`src/core/pin_mux_pkg.sv`:
```
// Constants shared by the port alternate-function multiplexer
package pin_mux_pkg;

    localparam int ADDR_W   = 8;
    localparam int DATA_W   = 32;
    localparam int NUM_PORT = 5;
    localparam int PORT_W   = 16;
    localparam int PIN_W    = NUM_PORT * PORT_W;

    // Byte address = port slot * PORT_STRIDE + field offset
    localparam logic [7:0] PORT_STRIDE = 8'h20;
    localparam logic [4:0] OFS_MODE    = 5'h00;
    localparam logic [4:0] OFS_FSL     = 5'h04;
    localparam logic [4:0] OFS_FSH     = 5'h08;
    localparam logic [4:0] OFS_DIR     = 5'h0C;
    localparam logic [4:0] OFS_LATCH   = 5'h10;
    localparam logic [4:0] OFS_LEVEL   = 5'h14;
    localparam logic [7:0] OFS_DEBUG   = 8'hA0;

    // Slots: 0 = port 5, 1 = port 6, 2 = port 7, 3 = port 8, 4 = port 9
    localparam logic [2:0] SLOT_P5 = 3'h0;
    localparam logic [2:0] SLOT_P9 = 3'h4;

    // First pin index of each port in the flat pin vector
    localparam int BASE_P5 = 0;
    localparam int BASE_P6 = 16;
    localparam int BASE_P7 = 32;
    localparam int BASE_P8 = 48;
    localparam int BASE_P9 = 64;

    // Pins that exist on each port
    localparam logic [PIN_W-1:0] PIN_PRESENT = {
        16'h03FF, 16'h0003, 16'hFFFF, 16'h3C07, 16'h0038
    };

    localparam logic [PORT_W-1:0] RST_MODE  = 16'h0000;
    localparam logic [PORT_W-1:0] RST_FSEL  = 16'h0000;
    localparam logic [PORT_W-1:0] RST_DIR   = 16'hFFFF;
    localparam logic [PORT_W-1:0] RST_LATCH = 16'h0000;
    localparam logic              RST_DEBUG = 1'b0;

    // Function-select pair {high, low}
    typedef enum logic [1:0] {
        SEL_00 = 2'b00,
        SEL_01 = 2'b01,
        SEL_10 = 2'b10,
        SEL_11 = 2'b11
    } fsel_t;

endpackage

```
`src/core/port_alt_function_mux.sv`:
```
// Alternate-function pin multiplexer for ports 5 to 9
// Operation
// Port 5.3 alternate: 00 key 3, 01 B0ch0 in, 10 B0ch0 out, 11 motor B2
// Debug takeover: 5.3 debug data out, 5.4 clock in, 5.5 mode in
// Port 5.4 alternate: 00 key-return 4, 11 motor top phase 3
// Port 5.5 alternate: 00 key-return 5, 11 motor bottom phase 3
// Port 6.0-6.2 with mode and low select: interrupts 11 to 13
// Port 6.10-6.13: timer B2 channels 0-3, low select 0 in, 1 out
// Port 7 pins become analogue inputs 0-15 when mode set
// Port 8.0 UART3 receive and interrupt 14; 8.1 UART3 transmit
// Software disables interrupt 14 edges on port 4 when UART3 receives
// Software disables interrupt 14 edges on port 8 when UART3 receives
// Software keeps UART3 receiver off while pin serves interrupt 14
// Port 9.0 alternate: 01 key-return 6, 10 UART1 transmit
// Port 9.1 alternate: 01 key-return 7, 10 UART1 receive plus key 7
// Software never uses UART1 receive and key-return 7 together
// Port 9.2-9.5: timer B1 ch 1,2,3,0; 01 in, 10 out
// Port 9.6 alternate: 10 timer A2 ch1 in, 11 its output
// Port 9.7 alternate: 01 serial data in, 10 A2 ch0 in, 11 out
// Port 9.8 alternate: 01 serial data out, 10 B0 ch3 in, 11 out
// Port 9.9 alternate: 01 serial clock, 10 B0 ch0 in, 11 out
// Alternate pin: peripheral owns direction and level, port bits ignored
// Software sets selects, then mode bit, then pull-up
// Port mode pin driven by port latch and direction bits
//
// Design decisions made here: the plain strobed port and the register offsets.
`timescale 1ns/1ps
`default_nettype none

module port_alt_function_mux (
    input  wire logic                            CLK_SYS,
    input  wire logic                            RST_B,
    input  wire logic                            CE,
    input  wire logic [pin_mux_pkg::ADDR_W-1:0]  ADDR,
    input  wire logic [pin_mux_pkg::DATA_W-1:0]  WDATA,
    input  wire logic                            WR,
    input  wire logic                            RD,
    output var  logic [pin_mux_pkg::DATA_W-1:0]  RDATA,
    input  wire logic [pin_mux_pkg::PIN_W-1:0]   PAD_IN,
    output var  logic [pin_mux_pkg::PIN_W-1:0]   PAD_OUT,
    output var  logic [pin_mux_pkg::PIN_W-1:0]   PAD_OE,
    input  wire logic                            TIMER_B0_CH0_OUTPUT,
    input  wire logic                            TIMER_B0_CH3_OUTPUT,
    input  wire logic                            MOTOR_BOTTOM_PHASE2_OUT,
    input  wire logic                            MOTOR_TOP_PHASE3_OUT,
    input  wire logic                            MOTOR_BOTTOM_PHASE3_OUT,
    input  wire logic [3:0]                      TIMER_B1_CH_OUTPUT,
    input  wire logic [3:0]                      TIMER_B2_CH_OUTPUT,
    input  wire logic                            TIMER_A2_CH0_OUTPUT,
    input  wire logic                            TIMER_A2_CH1_OUTPUT,
    input  wire logic                            UART1_TRANSMIT_PIN,
    input  wire logic                            UART3_TRANSMIT_PIN,
    input  wire logic                            CSI1_DATA_OUT,
    input  wire logic                            CSI1_SERIAL_CLOCK_OUT,
    input  wire logic                            CSI1_SERIAL_CLOCK_OE,
    input  wire logic                            DEBUG_DATA_OUT,
    output var  logic [7:0]                      KEY_RETURN,
    output var  logic                            TIMER_B0_CH0_INPUT,
    output var  logic                            TIMER_B0_CH3_INPUT,
    output var  logic [3:0]                      TIMER_B1_CH_INPUT,
    output var  logic [3:0]                      TIMER_B2_CH_INPUT,
    output var  logic                            TIMER_A2_CH0_INPUT,
    output var  logic                            TIMER_A2_CH1_INPUT,
    output var  logic                            UART1_RECEIVE_PIN,
    output var  logic                            UART3_RECEIVE_PIN,
    output var  logic [3:0]                      EXT_INTERRUPT,
    output var  logic                            CSI1_DATA_IN,
    output var  logic                            CSI1_SERIAL_CLOCK_IN,
    output var  logic                            DEBUG_CLOCK_IN,
    output var  logic                            DEBUG_MODE_SELECT_IN,
    output var  logic [15:0]                     ANALOG_INPUT_SEL,
    output var  logic                            DEBUG_PIN_TAKEOVER
);

    localparam int P5 = pin_mux_pkg::BASE_P5;
    localparam int P6 = pin_mux_pkg::BASE_P6;
    localparam int P7 = pin_mux_pkg::BASE_P7;
    localparam int P8 = pin_mux_pkg::BASE_P8;
    localparam int P9 = pin_mux_pkg::BASE_P9;
    localparam int PW = pin_mux_pkg::PORT_W;

    logic [PW-1:0]                   alt_mode_select_reg  [pin_mux_pkg::NUM_PORT];
    logic [PW-1:0]                   func_select_low_reg  [pin_mux_pkg::NUM_PORT];
    logic [PW-1:0]                   func_select_high_reg [pin_mux_pkg::NUM_PORT];
    logic [PW-1:0]                   pin_direction_reg    [pin_mux_pkg::NUM_PORT];
    logic [PW-1:0]                   port_output_latch_reg[pin_mux_pkg::NUM_PORT];
    logic [pin_mux_pkg::PIN_W-1:0]   mode_vec;
    logic [pin_mux_pkg::PIN_W-1:0]   fsl_vec;
    logic [pin_mux_pkg::PIN_W-1:0]   fsh_vec;
    logic [pin_mux_pkg::PIN_W-1:0]   dir_vec;
    logic [pin_mux_pkg::PIN_W-1:0]   latch_vec;
    logic [pin_mux_pkg::PIN_W-1:0]   level_vec;
    logic [pin_mux_pkg::PIN_W-1:0]   alt_sel;
    logic [pin_mux_pkg::PIN_W-1:0]   alt_out;
    logic [pin_mux_pkg::PIN_W-1:0]   alt_oe;
    logic                            debug_pin_takeover_reg;
    logic [2:0]                      slot;
    logic [4:0]                      field;
    logic                            slot_hit;
    logic [PW-1:0]                   wmask;
    logic [pin_mux_pkg::DATA_W-1:0]  rdata_next;

    assign slot     = ADDR[7:5];
    assign field    = ADDR[4:0];
    assign slot_hit = (slot <= pin_mux_pkg::SLOT_P9);
    assign wmask    = slot_hit ? pin_mux_pkg::PIN_PRESENT[slot*PW +: PW]
                               : 16'h0000;

    function automatic pin_mux_pkg::fsel_t pair(input int idx);
        pair = pin_mux_pkg::fsel_t'({fsh_vec[idx], fsl_vec[idx]});
    endfunction

    genvar gp;
    generate
        for (gp = 0; gp < pin_mux_pkg::NUM_PORT; gp++) begin : g_flat
            assign mode_vec [gp*PW +: PW] = alt_mode_select_reg[gp];
            assign fsl_vec  [gp*PW +: PW] = func_select_low_reg[gp];
            assign fsh_vec  [gp*PW +: PW] = func_select_high_reg[gp];
            assign dir_vec  [gp*PW +: PW] = pin_direction_reg[gp];
            assign latch_vec[gp*PW +: PW] = port_output_latch_reg[gp];
        end
    endgenerate

    // Port configuration writes; absent pins stay at reset value
    always_ff @(posedge CLK_SYS) begin
        if (!RST_B) begin
            for (int i = 0; i < pin_mux_pkg::NUM_PORT; i++) begin
                alt_mode_select_reg[i]   <= pin_mux_pkg::RST_MODE;
                func_select_low_reg[i]   <= pin_mux_pkg::RST_FSEL;
                func_select_high_reg[i]  <= pin_mux_pkg::RST_FSEL;
                pin_direction_reg[i]     <= pin_mux_pkg::RST_DIR;
                port_output_latch_reg[i] <= pin_mux_pkg::RST_LATCH;
            end
        end else if (CE && WR && slot_hit) begin
            case (field)
                pin_mux_pkg::OFS_MODE: alt_mode_select_reg[slot] <=
                    (alt_mode_select_reg[slot] & ~wmask) | (WDATA[15:0] & wmask);
                pin_mux_pkg::OFS_FSL: func_select_low_reg[slot] <=
                    (func_select_low_reg[slot] & ~wmask) | (WDATA[15:0] & wmask);
                pin_mux_pkg::OFS_FSH: func_select_high_reg[slot] <=
                    (func_select_high_reg[slot] & ~wmask) | (WDATA[15:0] & wmask);
                pin_mux_pkg::OFS_DIR: pin_direction_reg[slot] <=
                    (pin_direction_reg[slot] & ~wmask) | (WDATA[15:0] & wmask);
                pin_mux_pkg::OFS_LATCH: port_output_latch_reg[slot] <=
                    (port_output_latch_reg[slot] & ~wmask)
                    | (WDATA[15:0] & wmask);
                default: ;
            endcase
        end
    end

    always_ff @(posedge CLK_SYS) begin
        if (!RST_B) begin
            debug_pin_takeover_reg <= pin_mux_pkg::RST_DEBUG;
        end else if (CE && WR && ADDR == pin_mux_pkg::OFS_DEBUG) begin
            debug_pin_takeover_reg <= WDATA[0];
        end
    end

    // Read data stands only in the cycle after the read strobe
    always_comb begin
        rdata_next = '0;
        if (ADDR == pin_mux_pkg::OFS_DEBUG) begin
            rdata_next[0] = debug_pin_takeover_reg;
        end else if (slot_hit) begin
            case (field)
                pin_mux_pkg::OFS_MODE:  rdata_next[15:0] = alt_mode_select_reg[slot];
                pin_mux_pkg::OFS_FSL:   rdata_next[15:0] = func_select_low_reg[slot];
                pin_mux_pkg::OFS_FSH:   rdata_next[15:0] = func_select_high_reg[slot];
                pin_mux_pkg::OFS_DIR:   rdata_next[15:0] = pin_direction_reg[slot];
                pin_mux_pkg::OFS_LATCH: rdata_next[15:0] = port_output_latch_reg[slot];
                pin_mux_pkg::OFS_LEVEL: rdata_next[15:0] = level_vec[slot*PW +: PW]
                                                         & wmask;
                default:                rdata_next = '0;
            endcase
        end
    end

    always_ff @(posedge CLK_SYS) begin
        if (!RST_B) begin
            RDATA <= '0;
        end else if (CE) begin
            RDATA <= RD ? rdata_next : '0;
        end
    end

    // Pad ownership and drive for each alternate function
    always_comb begin
        alt_sel = mode_vec & pin_mux_pkg::PIN_PRESENT;
        alt_out = '0;
        alt_oe  = '0;
        case (pair(P5+3))
            pin_mux_pkg::SEL_10: begin
                alt_out[P5+3] = TIMER_B0_CH0_OUTPUT;
                alt_oe[P5+3]  = 1'b1;
            end
            pin_mux_pkg::SEL_11: begin
                alt_out[P5+3] = MOTOR_BOTTOM_PHASE2_OUT;
                alt_oe[P5+3]  = 1'b1;
            end
            default: ;
        endcase
        if (pair(P5+4) == pin_mux_pkg::SEL_11) begin
            alt_out[P5+4] = MOTOR_TOP_PHASE3_OUT;
            alt_oe[P5+4]  = 1'b1;
        end
        if (pair(P5+5) == pin_mux_pkg::SEL_11) begin
            alt_out[P5+5] = MOTOR_BOTTOM_PHASE3_OUT;
            alt_oe[P5+5]  = 1'b1;
        end
        for (int c = 0; c < 4; c++) begin
            alt_out[P6+10+c] = TIMER_B2_CH_OUTPUT[c];
            alt_oe[P6+10+c]  = fsl_vec[P6+10+c];
        end
        alt_out[P8+1] = UART3_TRANSMIT_PIN;
        alt_oe[P8+1]  = 1'b1;
        if (pair(P9) == pin_mux_pkg::SEL_10) begin
            alt_out[P9] = UART1_TRANSMIT_PIN;
            alt_oe[P9]  = 1'b1;
        end
        // Pins 9.2..9.5 carry channels 1, 2, 3, 0
        for (int c = 0; c < 4; c++) begin
            if (pair(P9+2+c) == pin_mux_pkg::SEL_10) begin
                alt_out[P9+2+c] = TIMER_B1_CH_OUTPUT[(c+1)%4];
                alt_oe[P9+2+c]  = 1'b1;
            end
        end
        if (pair(P9+6) == pin_mux_pkg::SEL_11) begin
            alt_out[P9+6] = TIMER_A2_CH1_OUTPUT;
            alt_oe[P9+6]  = 1'b1;
        end
        if (pair(P9+7) == pin_mux_pkg::SEL_11) begin
            alt_out[P9+7] = TIMER_A2_CH0_OUTPUT;
            alt_oe[P9+7]  = 1'b1;
        end
        case (pair(P9+8))
            pin_mux_pkg::SEL_01: begin
                alt_out[P9+8] = CSI1_DATA_OUT;
                alt_oe[P9+8]  = 1'b1;
            end
            pin_mux_pkg::SEL_11: begin
                alt_out[P9+8] = TIMER_B0_CH3_OUTPUT;
                alt_oe[P9+8]  = 1'b1;
            end
            default: ;
        endcase
        case (pair(P9+9))
            pin_mux_pkg::SEL_01: begin
                alt_out[P9+9] = CSI1_SERIAL_CLOCK_OUT;
                alt_oe[P9+9]  = CSI1_SERIAL_CLOCK_OE;
            end
            pin_mux_pkg::SEL_11: begin
                alt_out[P9+9] = TIMER_B0_CH0_OUTPUT;
                alt_oe[P9+9]  = 1'b1;
            end
            default: ;
        endcase
        // Debug takeover overrides mode and selects of 5.3..5.5
        if (debug_pin_takeover_reg) begin
            alt_sel[P5+5:P5+3] = 3'b111;
            alt_out[P5+5:P5+3] = {2'b00, DEBUG_DATA_OUT};
            alt_oe[P5+5:P5+3]  = 3'b001;
        end
    end

    genvar gi;
    generate
        for (gi = 0; gi < pin_mux_pkg::PIN_W; gi++) begin : g_pin
            pin_cell u_pin (
                .CLK_SYS    (CLK_SYS),
                .RST_B      (RST_B),
                .CE         (CE),
                .pad_in     (PAD_IN[gi]),
                .alt_sel    (alt_sel[gi]),
                .alt_out    (alt_out[gi]),
                .alt_oe     (alt_oe[gi]),
                .port_dir   (dir_vec[gi]),
                .port_latch (latch_vec[gi]),
                .pad_level  (level_vec[gi]),
                .pad_out    (PAD_OUT[gi]),
                .pad_oe     (PAD_OE[gi])
            );
        end
    endgenerate

    // Inputs handed to peripherals; deselected inputs rest at 0, UART rx at 1
    always_ff @(posedge CLK_SYS) begin
        if (!RST_B) begin
            KEY_RETURN <= 8'h00;
        end else if (CE) begin
            KEY_RETURN[2:0] <= 3'b000;
            KEY_RETURN[3] <= mode_vec[P5+3] && !debug_pin_takeover_reg
                && pair(P5+3) == pin_mux_pkg::SEL_00 && level_vec[P5+3];
            KEY_RETURN[4] <= mode_vec[P5+4] && !debug_pin_takeover_reg
                && pair(P5+4) == pin_mux_pkg::SEL_00 && level_vec[P5+4];
            KEY_RETURN[5] <= mode_vec[P5+5] && !debug_pin_takeover_reg
                && pair(P5+5) == pin_mux_pkg::SEL_00 && level_vec[P5+5];
            KEY_RETURN[6] <= mode_vec[P9] && pair(P9) == pin_mux_pkg::SEL_01
                && level_vec[P9];
            // Both 01 and 10 feed key-return 7
            KEY_RETURN[7] <= mode_vec[P9+1] && level_vec[P9+1]
                && (pair(P9+1) == pin_mux_pkg::SEL_01
                    || pair(P9+1) == pin_mux_pkg::SEL_10);
        end
    end

    always_ff @(posedge CLK_SYS) begin
        if (!RST_B) begin
            TIMER_B0_CH0_INPUT <= 1'b0;
            TIMER_B0_CH3_INPUT <= 1'b0;
            TIMER_B1_CH_INPUT  <= 4'h0;
            TIMER_B2_CH_INPUT  <= 4'h0;
            TIMER_A2_CH0_INPUT <= 1'b0;
            TIMER_A2_CH1_INPUT <= 1'b0;
        end else if (CE) begin
            TIMER_B0_CH0_INPUT <=
                (mode_vec[P5+3] && !debug_pin_takeover_reg
                 && pair(P5+3) == pin_mux_pkg::SEL_01 && level_vec[P5+3])
                || (mode_vec[P9+9] && pair(P9+9) == pin_mux_pkg::SEL_10
                    && level_vec[P9+9]);
            TIMER_B0_CH3_INPUT <= mode_vec[P9+8]
                && pair(P9+8) == pin_mux_pkg::SEL_10 && level_vec[P9+8];
            for (int c = 0; c < 4; c++) begin
                TIMER_B1_CH_INPUT[(c+1)%4] <= mode_vec[P9+2+c]
                    && pair(P9+2+c) == pin_mux_pkg::SEL_01
                    && level_vec[P9+2+c];
                TIMER_B2_CH_INPUT[c] <= mode_vec[P6+10+c]
                    && !fsl_vec[P6+10+c] && level_vec[P6+10+c];
            end
            TIMER_A2_CH0_INPUT <= mode_vec[P9+7]
                && pair(P9+7) == pin_mux_pkg::SEL_10 && level_vec[P9+7];
            TIMER_A2_CH1_INPUT <= mode_vec[P9+6]
                && pair(P9+6) == pin_mux_pkg::SEL_10 && level_vec[P9+6];
        end
    end

    always_ff @(posedge CLK_SYS) begin
        if (!RST_B) begin
            UART1_RECEIVE_PIN    <= 1'b1;
            UART3_RECEIVE_PIN    <= 1'b1;
            EXT_INTERRUPT        <= 4'h0;
            CSI1_DATA_IN         <= 1'b0;
            CSI1_SERIAL_CLOCK_IN <= 1'b0;
        end else if (CE) begin
            UART1_RECEIVE_PIN <= !(mode_vec[P9+1]
                && pair(P9+1) == pin_mux_pkg::SEL_10) || level_vec[P9+1];
            // Shared pin also feeds interrupt 14; software keeps one idle
            UART3_RECEIVE_PIN <= !mode_vec[P8] || level_vec[P8];
            EXT_INTERRUPT[3]  <= mode_vec[P8] && level_vec[P8];
            for (int c = 0; c < 3; c++) begin
                EXT_INTERRUPT[c] <= mode_vec[P6+c] && fsl_vec[P6+c]
                    && level_vec[P6+c];
            end
            CSI1_DATA_IN <= mode_vec[P9+7]
                && pair(P9+7) == pin_mux_pkg::SEL_01 && level_vec[P9+7];
            CSI1_SERIAL_CLOCK_IN <= mode_vec[P9+9]
                && pair(P9+9) == pin_mux_pkg::SEL_01 && level_vec[P9+9];
        end
    end

    always_ff @(posedge CLK_SYS) begin
        if (!RST_B) begin
            DEBUG_CLOCK_IN       <= 1'b0;
            DEBUG_MODE_SELECT_IN <= 1'b0;
            DEBUG_PIN_TAKEOVER   <= pin_mux_pkg::RST_DEBUG;
            ANALOG_INPUT_SEL     <= pin_mux_pkg::RST_MODE;
        end else if (CE) begin
            DEBUG_CLOCK_IN       <= debug_pin_takeover_reg
                                    && level_vec[P5+4];
            DEBUG_MODE_SELECT_IN <= debug_pin_takeover_reg
                                    && level_vec[P5+5];
            DEBUG_PIN_TAKEOVER   <= debug_pin_takeover_reg;
            ANALOG_INPUT_SEL     <= mode_vec[P7 +: PW];
        end
    end

endmodule

`default_nettype wire

```
`src/core/pin_cell.sv`:
```
// One pad: input synchroniser and registered output/enable selection
`timescale 1ns/1ps
`default_nettype none

module pin_cell (
    input  wire logic CLK_SYS,
    input  wire logic RST_B,
    input  wire logic CE,
    input  wire logic pad_in,
    input  wire logic alt_sel,
    input  wire logic alt_out,
    input  wire logic alt_oe,
    input  wire logic port_dir,
    input  wire logic port_latch,
    output var  logic pad_level,
    output var  logic pad_out,
    output var  logic pad_oe
);

    logic sync_stage_reg;

    always_ff @(posedge CLK_SYS) begin
        if (!RST_B) begin
            sync_stage_reg <= 1'b0;
            pad_level      <= 1'b0;
        end else if (CE) begin
            sync_stage_reg <= pad_in;
            pad_level      <= sync_stage_reg;
        end
    end

    // Direction bit 1 means input
    always_ff @(posedge CLK_SYS) begin
        if (!RST_B) begin
            pad_out <= 1'b0;
            pad_oe  <= 1'b0;
        end else if (CE) begin
            if (alt_sel) begin
                pad_out <= alt_out;
                pad_oe  <= alt_oe;
            end else begin
                pad_out <= port_latch;
                pad_oe  <= ~port_dir;
            end
        end
    end

endmodule

`default_nettype wire

```
`config.mk`:
```
export PLATFORM = sky130hd
export DESIGN_NAME = port_alt_function_mux
export DESIGN_NICKNAME = d
export VERILOG_FILES = /design/src/core/pin_mux_pkg.sv /design/src/core/port_alt_function_mux.sv /design/src/core/pin_cell.sv
export SDC_FILE = /design/constraint.sdc
export NUM_CORES = 2
export LEC_CHECK = 0
export BUFFER_PORTS_ARGS = -buffer_cell sky130_fd_sc_hd__buf_2
export CAP_MARGIN = 20
export CORE_MARGIN = 3
export CORE_UTILIZATION = 45
export CTS_CLUSTER_SIZE = 40
export DETAILED_ROUTE_END_ITERATION = 10
export PLACE_DENSITY = 0.72
export SLEW_MARGIN = 10
export SYNTH_ARGS = -nofsm -noshare
export SYNTH_HDL_FRONTEND = slang
export SYNTH_SLANG_ARGS = --single-unit
export TNS_END_PERCENT = 30
```
`constraint.sdc`:
```
create_clock -name CLK_SYS -period 11.6 [get_ports CLK_SYS]
set_input_delay 2.32 -clock CLK_SYS [delete_from_list [all_inputs] [get_ports CLK_SYS]]
set_output_delay 2.32 -clock CLK_SYS [all_outputs]
set_load 0.005 [all_outputs]
```
# == Yosys cells after proc, flatten, opt, wreduce, memory -nomap -nowiden ==
# Memory sizes are Yosys's and may differ from the RTL's.
# Cells that the tools add are included.
# totals
mem_bits_rw,400
mem_bits_ro,0
memories,5
reg_bits,397
output_inout_bits,239
latchBits,0
# memory_table
name,words,word_bits,read_ports,rd_ports_with_merged_regs,wr,line_no,source
alt_mode_select_reg,5,16,6,0,5,port_alt_function_mux.sv:82,logic [PW-1:0] alt_mode_select_reg [pin_mux_pkg::NUM_PORT];
func_select_high_reg,5,16,3,0,5,port_alt_function_mux.sv:84,logic [PW-1:0] func_select_high_reg [pin_mux_pkg::NUM_PORT];
func_select_low_reg,5,16,4,0,5,port_alt_function_mux.sv:83,logic [PW-1:0] func_select_low_reg [pin_mux_pkg::NUM_PORT];
pin_direction_reg,5,16,6,0,5,port_alt_function_mux.sv:85,logic [PW-1:0] pin_direction_reg [pin_mux_pkg::NUM_PORT];
port_output_latch_reg,5,16,6,0,5,port_alt_function_mux.sv:86,logic [PW-1:0] port_output_latch_reg[pin_mux_pkg::NUM_PORT];
# classes
n_mux,145
shift,2
magnitude_cmp,1
div_mod_pow,0
bitwise,93
addsub,0
eq_ne,34
multipliers,0
n_reduce_logical,78
# op_table
op,count
$mux W1,123
$and A16 B16 Y16,7
$mux W16,7
$pmux W16 S6,1
$not A1 Y1,80
$or A16 B16 Y16,5
$reduce_or A16 Y1,5
$shiftx A80 B8 Y16,1
$shiftx A80 B8 Y16 const A,1
$logic_and A1 B1 Y1,56
$eq A2 B2 Y1 const B,18
$mux W32,1
$mux W31,1
$mux W3,8
$eq A2 B1 Y1 const B,10
$not A16 Y16,1
$eq A5 B4 Y1 const B,2
$eq A5 B5 Y1 const B,2
$eq A8 B8 Y1 const B,1
$pmux W1 S2,4
$logic_not A1 Y1,7
$logic_not A2 Y1,3
$eq A5 B3 Y1 const B,1
$logic_not A5 Y1,1
other kinds (3),7

# == Logic depth before layout (Yosys ltp) ==
# depth
ltp_word,7
ltp_mapped,13
ltp_nobuf,8

# == Cells and area by module ==
# Synthesis repeated with hierarchy kept, for this count alone.
# hier_totals
hier_cells,3610
hier_area_um2,43920.9
# by_module_without_submodules
module,cells_per_inst,area_per_inst_um2,n_inst,seq_area_each_um2
port_alt_function_mux,2410,31609.1,1,20439.6
pin_cell,15,153.9,80,80.1

# == Worst setup path before layout ==
# OpenSTA, ideal clock, no wires.
# synth_timing
path_kind,input to register
startpoint,input ADDR[5] (netlist name)
endpoint,"memory alt_mode_select_reg[5][0] (netlist name), enable pin"
arrival_ns,5.019
stages,8
n_path_buf,3
path_slack_ns,6.171
cell_sequence,buf_4 -> inv_1 -> clkbuf_1 -> buf_1 -> ha_1 -> nand2b_1 -> nand4_1 -> nor3_1
# synth_rtl
item,line_no,source
from (decl),port_alt_function_mux.sv:34,"input wire logic [pin_mux_pkg::ADDR_W-1:0] ADDR,"
to (decl),port_alt_function_mux.sv:82,

==> impl_metrics.ini <==
[route]
top_layer = met5
avgViaCountPerCell = 6.199
wl_met1_um = 59730
antenna_left = 0
met2_length_um = 69260
drt_first_pass_iters = 11
drc_errors = 5
route.met3.wl_um = 24970
wl_um = 167500
wl_per_cell_um = 31.70
drt_iter0_drc = 5036
num_vias = 32760

[setup_path]
crit_type = in -> reg
cp_max_fo = 34
critPathLaunchType = input port
worstSetupEndpointType = flop
cpPeakStageDelay_ns = 0.81
worstPathRequired_ns = 11.98
crit_family = simple AND/OR/NAND/NOR gates
worst_ep_arrival_time_ns = 6.83
cp_cell_sequence = buf_6 > inv_2 > buf_4 > ha_1 > nand2b_1 > nand2b_1 > nand2b_1 > o21ai_0 > nand2_1
path_common_cell = nand2b_1
reg2reg_slack_ns = 8.75
slowest_stage = nand2b_1
path_buf_inv = 3

[finish]
nFillCells = 8483
area_growth_pct = 11.98
fin_util_pct = 50.85
drive_above_1_share_pct = 18.77
nNetsFinal = 4046

[job]
cap_violations = 0

[grt]
overflow = 0
grt_pass1_vias = 30590
antenna_found_initial = 22
grt_max_degree = 106
grt_pass1_wl_um = 229700
grtUsageTotal_pct = 31.49

[logic_synthesis]
synth_edf_count = 640
netlist_instances = 3748
async_flop_share_pct = 0
synthFlopType = edfxtp_1
yosysWarnings = 0
ys_seq_area_share_pct = 59.98
synth_top_area_share_pct = 42.94
syn_avg_cell_area_um2 = 11.94
synthTopCellsByArea = edfxtp_1 (43%), dfxtp_1 (17%), mux2i_1 (7.4%)
yosysTopAreaCell = edfxtp_1
syn_area_um2 = 44760
synth.distinct_cells = 80
synth.most_common_cell = edfxtp_1
ys_seq_elements = 1021
synthTopCellsByCount = edfxtp_1 (640), nor2_1 (414), dfxtp_1 (381)

[cts]
ctsRootBufferMaster = clkbuf_16
clkLatencyLatePin_ns = 0.72
cts_max_level = 3
numCtsBuffers = 102
cts_hold_buffers = 0
cts_buffer_depth = 3
clock_sinks = 1021
cts_tree = done
clk_pin_slew_worst_paths_ns = 0.06
cts_setup_buffers = 0
cts_resized = 0

[die]
ioPinCount = 385
dieArea_um2 = 103300
die_height_um = 321.4
start_util_pct = 45.41
die_width_um = 321.4
core_um2 = 98560
placementRows = 115

[sta]
final.period_utilization_pct = 55.60
tns_ns = 0
hold_viol = 0
fin_crit_ns = 6.450
tightest_slew_ns = 1.330
relSlewSlack_pct = 10.78
worst_clock_skew_ns = 0.05513
setup_viol = 0
rsz0062_at_grt = no
max_freq_ghz = 0.1550
drv_slew = 0

[power]
p_per_area_nw_per_um2 = 162.1
power.total_mw = 8.125
p_leak_nw = 19.95
vdd_ir_drop_max_v = 0.0001230

[placement]
portBuffers = 349
dp_hpwl_um = 116200
gp_congestion = 1.036

[outcome]
violations = design-rule violations
status = complete, but fails checks

[min_path]
min_path_type = reg -> reg
[cells in the final DEF, fill, tap and decap left out, types with 19 or more instances in the layout]
cell	n
nor3_1	32
a221o_1	22
nand3_1	37
o22ai_1	42
nor2_1	406
edfxtp_1	640
a21boi_0	29
dfxtp_1	381
o21ai_0	40
inv_1	92
o21ai_1	26
mux4_2	56
buf_4	87
clkbuf_16	108
o211a_1	72
clkinv_2	19
nand3b_1	25
a221oi_1	45
nand2_1	322
mux2_2	36
nand2b_1	34
mux2i_1	331
clkbuf_1	23
a22o_1	19
buf_2	345
a22oi_1	38
a21o_1	20
nor2b_1	285
conb_1	19
a21oi_1	84
[final cells by class]
class	instances	area [um2]	area share, %
well taps	1287	1610	3.213
inverters	94	354.1	0.7065
clock inverters	40	397.9	0.7939
repair buffers	444	2552	5.093
flip-flops and latches	1021	26850	53.56
diodes	11	27.53	0.05492
multi-input cells	2233	15280	30.48
clock buffers	154	3052	6.089
[worst min-delay path: cells and delay by family (launching register included)]
family / cells / cell delay (ns)
AND/OR/NAND/NOR: 1 / 0.05
flip-flops: 1 / 0.30
AO/OA/AOI/OAI: 1 / 0.06
[kinds of logic (layout without fill, tap and decap cells)]
family / after synthesis / after routing / synth area share (%)
other: 1 / 30 / 0.008378
buffers and inverters: 512 / 732 / 6.259
multiplexers: 427 / 427 / 11.24
AND/OR/NAND/NOR: 1223 / 1223 / 13.02
adder cells (fa/ha/maj): 4 / 4 / 0.1118
flip-flops: 1021 / 1021 / 59.98
AO/OA/AOI/OAI: 560 / 560 / 9.376
[report_power, final]
group	internal (mW)	total [mW]	switching (mW)	leakage [nW]
sequential	3.96	4.04	0.0837	9.12
clock	1.90	3.37	1.47	1.71
combinational	0.222	0.711	0.489	9.12
total	6.08	8.12	2.04	19.9
[stage by stage]
| step | hold WS, ns | cells | area [um2] | setup WS [ns] |
|---|---|---|---|---|
| after floorplan | 0.4416 | 3766 | 44830 | 6.171 |
| after global placement | 0.4593 | 5071 | 46540 | 4.668 |
| after detailed placement | 0.4631 | 5075 | 46590 | 4.631 |
| after CTS | 0.4731 | 5269 | 50040 | 5.350 |
| after global routing | 0.4892 | 5275 | 50100 | 5.121 |
| final | 0.4683 | 5284 | 50120 | 5.150 |
[path summary, 6_finish.rpt]
path                        startpoint                       to  cells after the start
min               DEBUG_MODE_SELECT_IN     DEBUG_MODE_SELECT_IN                      2
min reg2reg       DEBUG_MODE_SELECT_IN     DEBUG_MODE_SELECT_IN                      2
max                            ADDR[5]  pin_direction_reg[0][3]                      9
max reg2reg  func_select_low_reg[0][3]                 RDATA[3]                      6
[per-layer routing]
metal,vias up,track usage [%]
li1,13620,-
met1,15920,40.00
met2,2618,44.78
met3,582,12.00
met4,18,20.62
met5,-,0.8796
Note: power is estimated with default switching activity, not from simulation.
